===== config.mk =====
export PLATFORM = sky130hd
export DESIGN_NAME = ptc_ctrl
export DESIGN_NICKNAME = d
export VERILOG_FILES = /design/src/core/ptc_pkg.sv /design/src/core/ptc_ctrl.sv /design/src/core/ptc_sync.sv
export VERILOG_INCLUDE_DIRS = /design/src /design/src/core
export SDC_FILE = /design/constraint.sdc
export NUM_CORES = 1
export LEC_CHECK = 0
export ABC_AREA = 1
export BUFFER_PORTS_ARGS = -buffer_cell sky130_fd_sc_hd__buf_4
export CAP_MARGIN = 20
export CORE_ASPECT_RATIO = 1.75
export CORE_UTILIZATION = 25
export DETAILED_ROUTE_END_ITERATION = 10
export SLEW_MARGIN = 25
export SYNTH_ARGS = -nofsm -noshare
export SYNTH_HDL_FRONTEND = slang
export SYNTH_SLANG_ARGS = --single-unit
export TNS_END_PERCENT = 1

===== constraint.sdc =====
create_clock -name core_clk -period 1.4 [get_ports core_clk]
set_clock_uncertainty 0.05 [all_clocks]
set_input_delay 0.14 -clock core_clk [delete_from_list [all_inputs] [get_ports core_clk]]
set_output_delay 0.14 -clock core_clk [all_outputs]
set_load 0.005 [all_outputs]

===== src/core/ptc_cfg.svh =====
// Bit positions and reset values for the paper tape controller.
`ifndef PTC_CFG_SVH
`define PTC_CFG_SVH

// ----------------------------------------
// Status byte bit positions
// ----------------------------------------
`define PTC_ST_OVERRUN      3'h0
`define PTC_ST_NO_MOTION    3'h3
`define PTC_ST_BUF_WAIT     3'h4
`define PTC_ST_ATTENTION    3'h5
`define PTC_ST_UNAVAIL      3'h7

// ----------------------------------------
// Command byte bit positions
// ----------------------------------------
`define PTC_CMD_INT_DISABLE 3'h0
`define PTC_CMD_INT_ENABLE  3'h1
`define PTC_CMD_STOP        3'h2
`define PTC_CMD_RUN         3'h3
`define PTC_CMD_STEP        3'h4
`define PTC_CMD_CONT        3'h5
`define PTC_CMD_WRITE_SEL   3'h6
`define PTC_CMD_READ_SEL    3'h7

// ----------------------------------------
// Reset values and synchroniser depth
// ----------------------------------------
`define PTC_RST_BYTE        8'h00
`define PTC_RST_STATUS      8'h38
`define PTC_SYNC_STAGES     3

`endif


===== src/core/ptc_pkg.sv =====
// Types shared by the paper tape controller files.
`default_nettype none

package ptc_pkg;

	typedef enum logic [1:0] {
		PTC_DIR_READ  = 2'b01,
		PTC_DIR_WRITE = 2'b10
	} ptc_dir_t;

	typedef struct packed {
		logic read_sel;
		logic write_sel;
		logic cont;
		logic step;
		logic run;
		logic stop;
		logic int_enable;
		logic int_disable;
	} ptc_cmd_t;

	typedef struct packed {
		logic [7:0] reader_char;
		logic       reader_strobe;
		logic       reader_motor_on;
		logic       load_lever_load;
		logic       punch_motor_on;
		logic       remote_online;
		logic       low_tape;
		logic       punch_ready;
	} ptc_pins_t;

endpackage : ptc_pkg

`default_nettype wire


===== src/core/ptc_ctrl.sv =====
// Status and command logic of the paper tape reader/punch controller.
`default_nettype none
`include "ptc_cfg.svh"

module ptc_ctrl (
	// Clock and processor clear
	input  wire logic             core_clk,
	input  wire logic             rstn,
	// Processor programmed byte transfers
	input  wire logic             cmd_wr,
	input  wire logic [7:0]       cmd_byte,
	input  wire logic             data_rd,
	input  wire logic             data_wr,
	input  wire logic [7:0]       wr_byte,
	output logic      [7:0]       rd_byte,
	output logic      [7:0]       status_byte,
	output logic                  irq,
	// Tape mechanism pins
	input  wire ptc_pkg::ptc_pins_t mech_pins,
	output logic                  reader_drive,
	output logic                  punch_strobe,
	output logic      [7:0]       punch_char,
	output logic                  punch_motor_cmd
);

	// ----------------------------------------
	// Pin synchronisation
	// ----------------------------------------
	ptc_pkg::ptc_pins_t pins;
	logic               strobe_d;
	logic               punch_ready_d;

	ptc_sync #(
		.WIDTH($bits(ptc_pkg::ptc_pins_t))
	) u_sync (
		.core_clk  (core_clk),
		.rstn      (rstn),
		.pin_in    (mech_pins),
		.level_out (pins)
	);

	// ----------------------------------------
	// Control state
	// ----------------------------------------
	ptc_pkg::ptc_dir_t dir;
	ptc_pkg::ptc_cmd_t cmd;
	logic       int_en;
	logic       run_mode;
	logic       step_mode;
	logic       cont_mode;
	logic       stop_pending;
	logic       buf_full;
	logic [7:0] char_buf;
	logic       overrun;
	logic       no_motion;
	logic       punch_busy;

	assign cmd = ptc_pkg::ptc_cmd_t'(cmd_byte);

	// ----------------------------------------
	// Decode
	// ----------------------------------------
	wire is_read     = (dir == ptc_pkg::PTC_DIR_READ);
	wire is_write    = (dir == ptc_pkg::PTC_DIR_WRITE);
	wire char_arrive = is_read && pins.reader_strobe && !strobe_d;
	// Only a punch cycle in flight can complete, so the ready pin settling after reset is ignored.
	wire punch_done  = is_write && punch_busy && pins.punch_ready && !punch_ready_d;
	// A run cancels a stop that has not yet taken effect; within one byte stop wins.
	wire run_cmd     = cmd_wr && cmd.run && !cmd.stop;
	// Direction in force after this edge, so a run sent with write select powers the punch.
	wire sel_write   = !(cmd_wr && cmd.read_sel) && (is_write || (cmd_wr && cmd.write_sel));
	wire take_char   = is_read && data_rd && buf_full;
	wire put_char    = is_write && data_wr && !buf_full;
	wire unavail_rd  = !pins.reader_motor_on || pins.load_lever_load;
	wire unavail_wr  = !pins.punch_motor_on || !pins.remote_online
		|| pins.low_tape;
	wire unavailable = is_read ? unavail_rd : unavail_wr;

	// The tape moves while running (or finishing a stop) and the buffer allows it.
	wire next_drive  = is_read && (run_mode || stop_pending)
		&& (cont_mode || !buf_full || take_char);

	// A punch cycle begins once the mechanism is idle and available.
	wire start_punch = is_write && buf_full && !punch_busy && punch_motor_cmd
		&& pins.punch_ready && !unavail_wr;

	wire next_ovr    = is_read && (char_arrive && buf_full && !take_char
		|| (overrun && !(take_char || run_cmd)));

	wire stop_hit    = stop_pending && !run_cmd && (is_read ? char_arrive : punch_done);
	wire next_no_motion_flag   = is_read && (stop_hit || (no_motion && !run_cmd));

	wire buf_wait    = is_read ? !buf_full : buf_full;
	// Flags are masked by direction so a mode switch never shows a stale reader flag.
	wire ovr_flag    = is_read && overrun;
	wire no_motion_flag_flag   = is_read && no_motion;
	wire attention   = ovr_flag || no_motion_flag_flag;

	wire [7:0] next_status = {unavailable, 1'b0, attention, buf_wait,
		no_motion_flag_flag, 2'b00, ovr_flag};

	wire next_irq    = int_en && (is_read ? buf_full
		: (!buf_full && !punch_busy));

	wire next_int_en = (cmd_wr && cmd.int_disable) ? 1'b0
		: (cmd_wr && cmd.int_enable) ? 1'b1 : int_en;

	// Load wins over a simultaneous take so that no character is lost.
	wire next_full   = (char_arrive || put_char) ? 1'b1
		: (take_char || start_punch) ? 1'b0 : buf_full;

	// ----------------------------------------
	// Command register
	// ----------------------------------------
	always_ff @(posedge core_clk) begin
		if (!rstn) begin
			dir       <= ptc_pkg::PTC_DIR_READ;
			run_mode  <= 1'b0;
			step_mode <= 1'b1;
			cont_mode <= 1'b0;
		end else if (cmd_wr) begin
			if (cmd.read_sel) begin
				dir <= ptc_pkg::PTC_DIR_READ;
			end else if (cmd.write_sel) begin
				dir <= ptc_pkg::PTC_DIR_WRITE;
			end
			if (cmd.stop) begin
				run_mode <= 1'b0;
			end else if (cmd.run) begin
				run_mode <= 1'b1;
			end
			if (cmd.cont) begin
				cont_mode <= 1'b1;
				step_mode <= 1'b0;
			end else if (cmd.step) begin
				cont_mode <= 1'b0;
				step_mode <= 1'b1;
			end
		end
	end

	// ----------------------------------------
	// Stop sequencing
	// ----------------------------------------
	always_ff @(posedge core_clk) begin
		if (!rstn) begin
			stop_pending <= 1'b0;
		end else if (cmd_wr && cmd.stop && run_mode) begin
			stop_pending <= 1'b1;
		end else if (stop_hit || (cmd_wr && cmd.run)) begin
			stop_pending <= 1'b0;
		end
	end

	// ----------------------------------------
	// Buffer and flags
	// ----------------------------------------
	always_ff @(posedge core_clk) begin
		if (!rstn) begin
			int_en     <= 1'b0;
			buf_full   <= 1'b0;
			char_buf   <= `PTC_RST_BYTE;
			overrun    <= 1'b0;
			no_motion  <= 1'b1;
			strobe_d   <= 1'b0;
			punch_ready_d <= 1'b0;
			punch_busy <= 1'b0;
		end else begin
			int_en     <= next_int_en;
			buf_full   <= next_full;
			overrun    <= next_ovr;
			no_motion  <= next_no_motion_flag;
			strobe_d   <= pins.reader_strobe;
			punch_ready_d <= pins.punch_ready;
			if (char_arrive) begin
				char_buf <= pins.reader_char;
			end else if (put_char) begin
				char_buf <= wr_byte;
			end
			if (start_punch) begin
				punch_busy <= 1'b1;
			end else if (punch_done || !is_write) begin
				punch_busy <= 1'b0;
			end
		end
	end

	// ----------------------------------------
	// Registered outputs
	// ----------------------------------------
	always_ff @(posedge core_clk) begin
		if (!rstn) begin
			status_byte     <= `PTC_RST_STATUS;
			rd_byte         <= `PTC_RST_BYTE;
			irq             <= 1'b0;
			reader_drive    <= 1'b0;
			punch_strobe    <= 1'b0;
			punch_char      <= `PTC_RST_BYTE;
			punch_motor_cmd <= 1'b0;
		end else begin
			status_byte  <= next_status;
			rd_byte      <= char_buf;
			irq          <= next_irq;
			reader_drive <= next_drive && !stop_hit;
			punch_strobe <= start_punch;
			if (start_punch) begin
				punch_char <= char_buf;
			end
			if (run_cmd && sel_write) begin
				punch_motor_cmd <= 1'b1;
			end else if (is_write && stop_hit) begin
				punch_motor_cmd <= 1'b0;
			end
		end
	end

endmodule : ptc_ctrl

`default_nettype wire


===== src/core/ptc_sync.sv =====
// Three-stage pin synchroniser that accepts a change once stages two and three agree.
`default_nettype none
`include "ptc_cfg.svh"

module ptc_sync #(
	parameter int WIDTH = 1
) (
	// Clock and reset
	input  wire logic             core_clk,
	input  wire logic             rstn,
	// Pin side
	input  wire logic [WIDTH-1:0] pin_in,
	// Core side
	output logic      [WIDTH-1:0] level_out
);

	logic [WIDTH-1:0] stage1;
	logic [WIDTH-1:0] stage2;
	logic [WIDTH-1:0] stage3;
	wire  [WIDTH-1:0] agree = ~(stage2 ^ stage3);
	wire  [WIDTH-1:0] next_level = (agree & stage3) | (~agree & level_out);

	always_ff @(posedge core_clk) begin
		if (!rstn) begin
			stage1    <= '0;
			stage2    <= '0;
			stage3    <= '0;
			level_out <= '0;
		end else begin
			stage1    <= pin_in;
			stage2    <= stage1;
			stage3    <= stage2;
			level_out <= next_level;
		end
	end

endmodule : ptc_sync

`default_nettype wire


==> results.py, run 1 <==
metrics = {
    "floorplan": {
        "rows": 56,
        "core_area_um2": 13500,
        "io_pins": 64,
        "die_h_um": 159,
        "die_w_um": 91.5,
        "initial_core_util_pct": 25.9,
        "die_area_um2": 14500,
    },
    "flow_run": {
        "drv_cap": 0,
    },
    "synthesis": {
        "ys.flop_type": "dfxtp_1",
        "synth_top_area_cell": "dfxtp_1",
        "synth_common_cells": "dfxtp_1, nand2_1, inv_1",
        "synth_cell_types": 24,
        "avgSynthCellArea_um2": 8.28,
        "synth.area.top_cells": "dfxtp_1, nand2_1, inv_1, a21oi_1, o21ai_0",
        "synth_edf_count": 0,
        "async_flop_share_pct": 0,
        "syn-cell-area_um2": 3500,
        "synth_most_common_cell": "dfxtp_1",
        "netlist.area_leader.share_pct": 60.0,
        "ys_seq_area_share_pct": 60.0,
        "syn_inst": 423,
        "ys_seq_elements": 105,
        "yosysWarnings": 0,
    },
    "sta": {
        "finalSetupViolations": 0,
        "rsz0062_at_grt": "true",
        "min_period_ps": 1330,
        "fmax_ghz": 0.753,
        "post-route-period-util_pct": 94.8,
        "drv_slew": 0,
        "fin_setup_tns_ps": 0,
        "hold_viol": 0,
    },
    "drt": {
        "drtPass1Iterations": 4,
        "drt-initial-drc-count": 99,
        "vias": 2726,
        "drc": 0,
        "routed_wl_mm": 6.80,
        "routed_via_density": 3.99,
        "ant_nets": 0,
        "post_drt_wl_per_cell_um": 9.95,
    },
    "global_routing": {
        "antenna_found_initial": 0,
        "overflow": 0,
        "grt_max_degree": 48,
        "grt_usage_pct": 10.1,
        "grt_pass1_vias": 2591,
        "grt_pass1_wl_mm": 11.4,
    },
    "pwr": {
        "p_int_uw": 5200,
        "irDropWorstVdd_v": 0.000651,
        "cellPowerDensity_nw_per_um2": 1360,
        "pwr-share-comb_pct": 5.0,
        "pwr-share-seq_pct": 48.3,
        "p_clk_share_pct": 46.7,
        "total_power_uw": 6420,
        "p_sw_share_pct": 19.0,
        "leakagePower_uw": 0.00232,
        "p_sw_uw": 1220,
    },
    "placement": {
        "portBuffers": 60,
        "place_congestion": 0.842,
        "hpwl_mm": 4.88,
    },
    "layout": {
        "layout.nets": 541,
        "diodes": 0,
        "fill_cells": 1409,
        "drive_gt1_share_pct": 18.7,
        "syn2layout_area_growth_pct": 35.0,
    },
    "clocking": {
        "cts_sinks": 105,
        "clkTransAtPathRegs_ps": 60,
        "htreeDepth": 3,
        "clkLatencyLatePin_ps": 340,
        "cts-root-buf": "clkbuf_16",
        "cts_made_buffers": 9,
        "cts_tree": "yes",
        "cts_max_path_buffers": 2,
    },
    "critical_path": {
        "crit_arrival_ps": 1500,
        "path_max_fanout": 19,
        "crit_type": "reg2reg",
        "crit_required_ps": 1570,
        "start_kind": "flip-flop",
        "cp-end-kind": "flip-flop",
        "r2r_slack_ps": 70,
    },
    "status": {
        "outcome": "complete, no violations",
    },
    "min_path": {
        "hold_class": "in2reg",
    },
}
area by class of cell:
cell class / count / area (um2) / share of cell area (%)
clock buffers: 10 / 239 / 5.05
repair buffers: 87 / 713 / 15.1
inverters: 76 / 290 / 6.14
flip-flops and latches: 105 / 2110 / 44.5
multi-input cells: 226 / 1030 / 21.9
well taps: 174 / 218 / 4.60
clock inverters: 5 / 128 / 2.70
placed cells by master, fill, tap and decap left out, drive strengths merged:
master,count
o21ai,36
a21oi,35
buf,68
clkinvlp,1
nor3,1
conb,3
dlygate4sd3,19
o21a,1
a221oi,1
nand3,18
nand2,101
nor3b,1
clkinv,1
bufinv,4
inv,75
a211oi,2
nor2,27
dfxtp,105
clkbuf,10
routing by layer:
layer / vias to the layer above / GRT usage (%) / part of all wire [%]
li1: 1453 / - / -
met1: 1201 / 10.5 / 42
met2: 60 / 17.6 / 49
met3: 12 / 3.92 / 5.6
met4: 0 / 5.06 / 2.7
met5: - / 0 / 0
final timing paths:
| check | from | endpoint | cells past startpoint |
|---|---|---|---|
| worst max register to register | flip-flop | punch_char[3] | 5 |
| worst min-delay path | cmd_wr | int_en | 2 |
| worst min register to register | u_sync.stage1[12] | u_sync.stage2[12] | 2 |
| worst max-delay path | flip-flop | punch_char[3] | 5 |
timing repair:
| item | 4_1_cts | 5_1_grt |
|---|---|---|
| gates resized for setup | 2 | 6 |
| buffers inserted | 0 | 0 |
| endpoints found under the hold margin | 18 | 0 |
| pin swaps | 0 | 1 |
| hold buffers | 19 | 0 |
| endpoints found under the setup margin | 7 | 14 |
critical path: stages (launching register included):
cell	delay, ps
dfxtp_1	370
nand2_1	100
nor3_2	200
nand3_4	220
o21ai_0	210
a21oi_1	60
stage by stage:
stage / std cells / util, % / hold slack [ps] / worst slack, ps / instance area (um2)
2_1_floorplan: 425 / - / 188 / 168 / 3510
3_3_place_gp: 649 / 30.7 / 279 / 65.3 / 4150
3_5_place_dp: 649 / 30.7 / 275 / -3.26 / 4150
4_1_cts: 683 / 34.9 / 9.43 / 59.0 / 4710
5_1_grt: 683 / 35.0 / 35.9 / -47.7 / 4730
6_report: 683 / 35.0 / 18.4 / 72.3 / 4730
power by group through the flow:
stage | Combinational, uW | Sequential [uW] | Clock [uW]
2_1_floorplan | 153 | 3160 | 0
3_3_place_gp | 277 | 3170 | 0
3_5_place_dp | 283 | 3170 | 0
4_1_cts | 326 | 3100 | 3100
5_1_grt | 366 | 3110 | 3220
6_report | 322 | 3100 | 3000
cells by family after synthesis:
group | share of synthesized area, %
simple gates | 17.5
flops | 60.0
compound gates | 11.1
other cells | 0.107
buf+inv | 11.3
Power figures use the tool's default switching activity.
==> run 2: changes to the inputs <==
HOLD_SLACK_MARGIN = 0.12   (was default)
==> run 2 against run 1 <==
Net effect: critical path depth shrank 1; combinational power grew 11%; global-route usage grew 0.32 points; register-to-register slack is essentially flat; sequential power is essentially flat; clock-buffer cell count is the same.
==> results.py, run 2 (synthesis results as in run 1) <==
metrics = {
    "status": {
        "outcome": "complete, no violations",
    },
    "clocking": {
        "postCtsSetupBuffers": 0,
        "clkTransAtPathRegs_ps": 60,
        "cts-root-buf": "clkbuf_16",
        "cts_sinks": 105,
        "htreeDepth": 3,
        "cts_made_buffers": 9,
        "clkLatencyLatePin_ps": 340,
        "cts_max_path_buffers": 2,
        "cts_tree": "yes",
    },
    "global_routing": {
        "antenna_found_initial": 0,
        "overflow": 0,
        "grt_usage_pct": 10.4,
        "grt_max_degree": 48,
        "grt_pass1_vias": 2691,
        "grt_pass1_wl_mm": 11.8,
    },
    "drt": {
        "drc": 0,
        "routed_via_density": 4.00,
        "drt-initial-drc-count": 84,
        "post_drt_wl_per_cell_um": 10.0,
        "vias": 2788,
        "routed_wl_mm": 7.00,
        "drtPass1Iterations": 4,
        "ant_nets": 0,
    },
    "critical_path": {
        "crit_required_ps": 1630,
        "cp_cell_sequence": "dlygate4sd3_1 -> buf_4 -> a211oi_2 -> dlygate4sd3_1",
        "path_common_cell": "dlygate4sd3_1",
        "crit_type": "in2reg",
        "cp-end-kind": "flip-flop",
        "max_stage_delay_ps": 560,
        "start_kind": "input pin",
        "cp_slowest_cell": "dlygate4sd3_1",
        "startpoint": "cmd_byte[0]",
        "crit_arrival_ps": 1570,
        "path_max_fanout": 1,
    },
    "pwr": {
        "p_sw_uw": 1230,
        "pwr-share-seq_pct": 48.0,
        "total_power_uw": 6460,
        "pwr-share-comb_pct": 5.5,
        "leakagePower_uw": 0.00237,
        "p_int_uw": 5230,
        "cellPowerDensity_nw_per_um2": 1330,
        "irDropWorstVdd_v": 0.000655,
        "p_clk_share_pct": 46.4,
        "p_sw_share_pct": 19.0,
    },
    "sta": {
        "hold_viol": 0,
        "fmax_ghz": 0.748,
        "min_period_ps": 1340,
        "drv_slew": 0,
        "post-route-period-util_pct": 95.5,
        "finalSetupViolations": 0,
        "worst_slack_ps": 63.2,
        "rsz0062_at_grt": "true",
    },
    "floorplan": {
        "die_area_um2": 14500,
        "core_area_um2": 13500,
        "rows": 56,
        "initial_core_util_pct": 25.9,
        "io_pins": 64,
        "die_h_um": 159,
        "die_w_um": 91.5,
    },
    "layout": {
        "drive_gt1_share_pct": 18.4,
        "final_common_cell": "dfxtp_1",
        "utilization_pct": 36.0,
        "fin_cells": 697,
        "final-seq-area_um2": 2110,
        "layout.nets": 555,
        "final_cell_mix": "dfxtp_1, nand2_1, inv_1",
        "diodes": 0,
        "multi_input_area_um2": 1040,
        "fill_cells": 1404,
        "syn2layout_area_growth_pct": 39.1,
    },
    "placement": {
        "hpwl_mm": 4.88,
        "place_congestion": 0.842,
        "preCtsSetupSlack_ps": -3.26,
        "portBuffers": 60,
        "place_inst": 649,
    },
    "min_path": {
        "min_from": "cmd_byte[6]",
        "hold_class": "in2reg",
    },
    "flow_run": {
        "drv_cap": 0,
    },
}
-- run 2: timing repair --
action	in CTS	in global routing
pin swaps	0	1
setup endpoints to repair	7	15
hold buffers	33	0
gates resized for setup	2	7
endpoints found under the hold margin	30	0
-- run 2: layer usage --
metal / wire [um] / track usage (%)
met5: 0 / 0
met4: 202 / 5.52
met3: 358 / 3.72
met2: 3470 / 18.2
met1: 2980 / 10.9
-- run 2: per-stage QoR --
stage               setup TNS (ps)  hold WS [ps]  instance area, um2
floorplan                        0           188                3510
global placement                 0           279                4150
detailed placement           -3.26           275                4150
CTS                              0           127                4850
global route                  -180           151                4870
finish                           0           133                4870
-- run 2: layout make-up --
type	instances	share of cell area (%)
clock buffer	10	4.90
clock inverter	5	2.62
inverter	76	5.96
multi-input combinational	226	21.3
sequential	105	43.2
tap	174	4.47
timing repair buffer	101	17.5
-- run 2: path summary, 6_finish.rpt --
check / end / slack [ps] / depth (start not counted)
worst max-delay path: int_en / 60 / 4
worst min-delay path: dir[1] / 130 / 4
worst max register to register: punch_char[3] / 70 / 5
worst min register to register: u_sync.stage2[2] / 360 / 2
-- run 2: worst max-delay path: cells and delay by family --
kind	cells	cell delay [ps]
AO/OA/AOI/OAI	1	180
buffers and inverters	3	1240
-- run 2: power groups by stage --
stage	Combinational, uW	Clock (uW)	Sequential [uW]
2_1_floorplan	153	0	3160
4_1_cts	359	3100	3100
3_3_place_gp	277	0	3170
3_5_place_dp	283	0	3170
5_1_grt	402	3220	3110
6_report	358	3000	3100
==> run 3: changes to the inputs <==
CAP_MARGIN = default   (was 20)
clock period = 1.3 ns   (was 1.4 ns; I/O delays follow)
==> run 3 against run 2 <==
Net effect: final area decreased by 0.21%; critical path depth increased by 2; die area unchanged; sequential power increased by 7.7%; flip-flop and latch count unchanged; largest power group unchanged.
==> results.py, run 3 (synthesis results as in run 1) <==
metrics = {
    "clocking": {
        "clkTransAtPathRegs_ps": 70,
        "cts_sinks": 105,
        "cts-root-buf": "clkbuf_16",
        "cts_made_buffers": 9,
        "clkLatencyLatePin_ps": 340,
        "cts_max_path_buffers": 2,
        "cts_tree": "yes",
        "htreeDepth": 3,
    },
    "global_routing": {
        "grt_max_degree": 31,
        "grt_usage_pct": 10.2,
        "grt_pass1_wl_mm": 11.6,
        "antenna_found_initial": 0,
        "grt_pass1_vias": 2682,
        "overflow": 0,
    },
    "floorplan": {
        "io_pins": 64,
        "die_h_um": 159,
        "rows": 56,
        "die_w_um": 91.5,
        "initial_core_util_pct": 25.9,
        "die_area_um2": 14500,
        "core_area_um2": 13500,
    },
    "flow_run": {
        "drv_cap": 0,
    },
    "layout": {
        "drive_gt1_share_pct": 20.0,
        "diodes": 0,
        "final_cell_mix": "dfxtp_1, nand2_1, inv_1",
        "utilization_pct": 36.0,
        "fin_area_um2": 4860,
        "final_common_cell": "dfxtp_1",
        "syn2layout_area_growth_pct": 38.8,
        "layout.nets": 561,
    },
    "placement": {
        "postPlaceCellArea_um2": 4160,
        "hpwl_mm": 4.90,
        "place_congestion": 0.873,
        "portBuffers": 60,
        "preCtsSetupSlack_ps": -49.3,
    },
    "critical_path": {
        "path_max_fanout": 19,
        "r2r_slack_ps": 20,
        "start_kind": "flip-flop",
        "crit_type": "reg2reg",
        "reg2regPathDepth": 6,
        "crit_arrival_ps": 1460,
        "timing.rr.start": "dir[0]",
        "worstReg2RegEnd": "punch_char[4]",
        "crit_required_ps": 1480,
        "cp-end-kind": "flip-flop",
    },
    "sta": {
        "post-route-period-util_pct": 98.3,
        "min_period_ps": 1280,
        "drv_slew": 0,
        "hold_viol": 0,
        "fin_setup_tns_ps": 0,
        "fmax_ghz": 0.783,
        "worst_slack_ps": 22.3,
        "finalSetupViolations": 0,
        "rsz0062_at_grt": "true",
    },
    "drt": {
        "drtPass1Iterations": 5,
        "vias": 2811,
        "routed_via_density": 3.99,
        "post_drt_wl_per_cell_um": 9.86,
        "drt-initial-drc-count": 113,
        "ant_nets": 0,
        "drc": 0,
        "routed_wl_mm": 6.94,
    },
    "pwr": {
        "total_power_uw": 6380,
        "p_sw_uw": 1490,
        "pwr-share-seq_pct": 52.3,
        "pwr-share-comb_pct": 6.4,
        "irDropWorstVdd_v": 0.000825,
        "leakagePower_uw": 0.00238,
        "p_int_uw": 4890,
        "p_clk_share_pct": 41.3,
        "cellPowerDensity_nw_per_um2": 1310,
        "p_sw_share_pct": 23.4,
    },
    "min_path": {
        "hold_end": "dir[0]",
        "hold_depth": 4,
        "min_from": "cmd_wr",
        "hold_class": "in2reg",
    },
    "status": {
        "outcome": "complete, no violations",
    },
}
==> run 3: cell count changes in the layout (fill, tap and decap cells not counted), sizes merged <==
cell,before,now
buf,68,71
bufinv,4,0
clkbuf,10,9
clkinvlp,1,0
dlygate4sd3,33,35
dlymetal6s4s,0,1
inv,75,82
==> run 3: layer usage <==
metal,vias up,track usage (%),share of wire [%]
li1,1495,-,-
met1,1230,11.3,42
met2,67,17.6,50
met3,19,2.24,4.8
met4,0,6.27,3.3
met5,-,0,0
==> run 3: worst max path at each step <==
| stage | start | to | slack, ps |
|---|---|---|---|
| 3_5_place_dp | dir[1] | char_buf[5] | -50 |
| 5_1_grt | dir[0] | char_buf[5] | -50 |
| 6_report | dir[0] | punch_char[4] | 20 |
| 3_3_place_gp | dir[1] | punch_char[4] | 60 |
| 2_1_floorplan | dir[0] | punch_motor_cmd | 70 |
| 4_1_cts | dir[0] | char_buf[5] | -9 |
==> run 3: critical path, cell delays in order (launching register included) <==
cell and delay (ps):
dfxtp_2 330, buf_4 140, nor2_4 150, nand3_2 110
buf_12 160, o21ai_0 160, a21oi_1 50
==> run 3: power by group through the flow <==
stage          Clock, uW  Sequential [uW]  Combinational (uW)
6_report            2630             3340                 411
3_5_place_dp           0             3410                 311
3_3_place_gp           0             3410                 304
5_1_grt             2850             3350                 462
4_1_cts             2710             3340                 400
2_1_floorplan          0             3410                 165
==> run 3: through the flow <==
| stage | instances | hold WS (ps) |
|---|---|---|
| 2_1_floorplan | 425 | 178 |
| 3_3_place_gp | 650 | 261 |
| 3_5_place_dp | 650 | 267 |
| 4_1_cts | 702 | 136 |
| 5_1_grt | 704 | 161 |
| 6_report | 704 | 107 |
==> run 3: final cells by class <==
type | count | area [um2]
multi-input combinational | 226 | 1040
inverter | 76 | 290
clock buffer | 9 | 225
fill | 1403 | 8660
tap | 174 | 218
sequential | 105 | 2110
clock inverter | 7 | 66.3
timing repair buffer | 107 | 912
==> run 3: what timing repair did <==
item / CTS / global route
hold buffers: 36 / 0
buffers inserted: 0 / 2
endpoints found under the setup margin: 15 / 18
pin swaps: 0 / 4
endpoints found under the hold margin: 33 / 0
resized for setup: 3 / 20
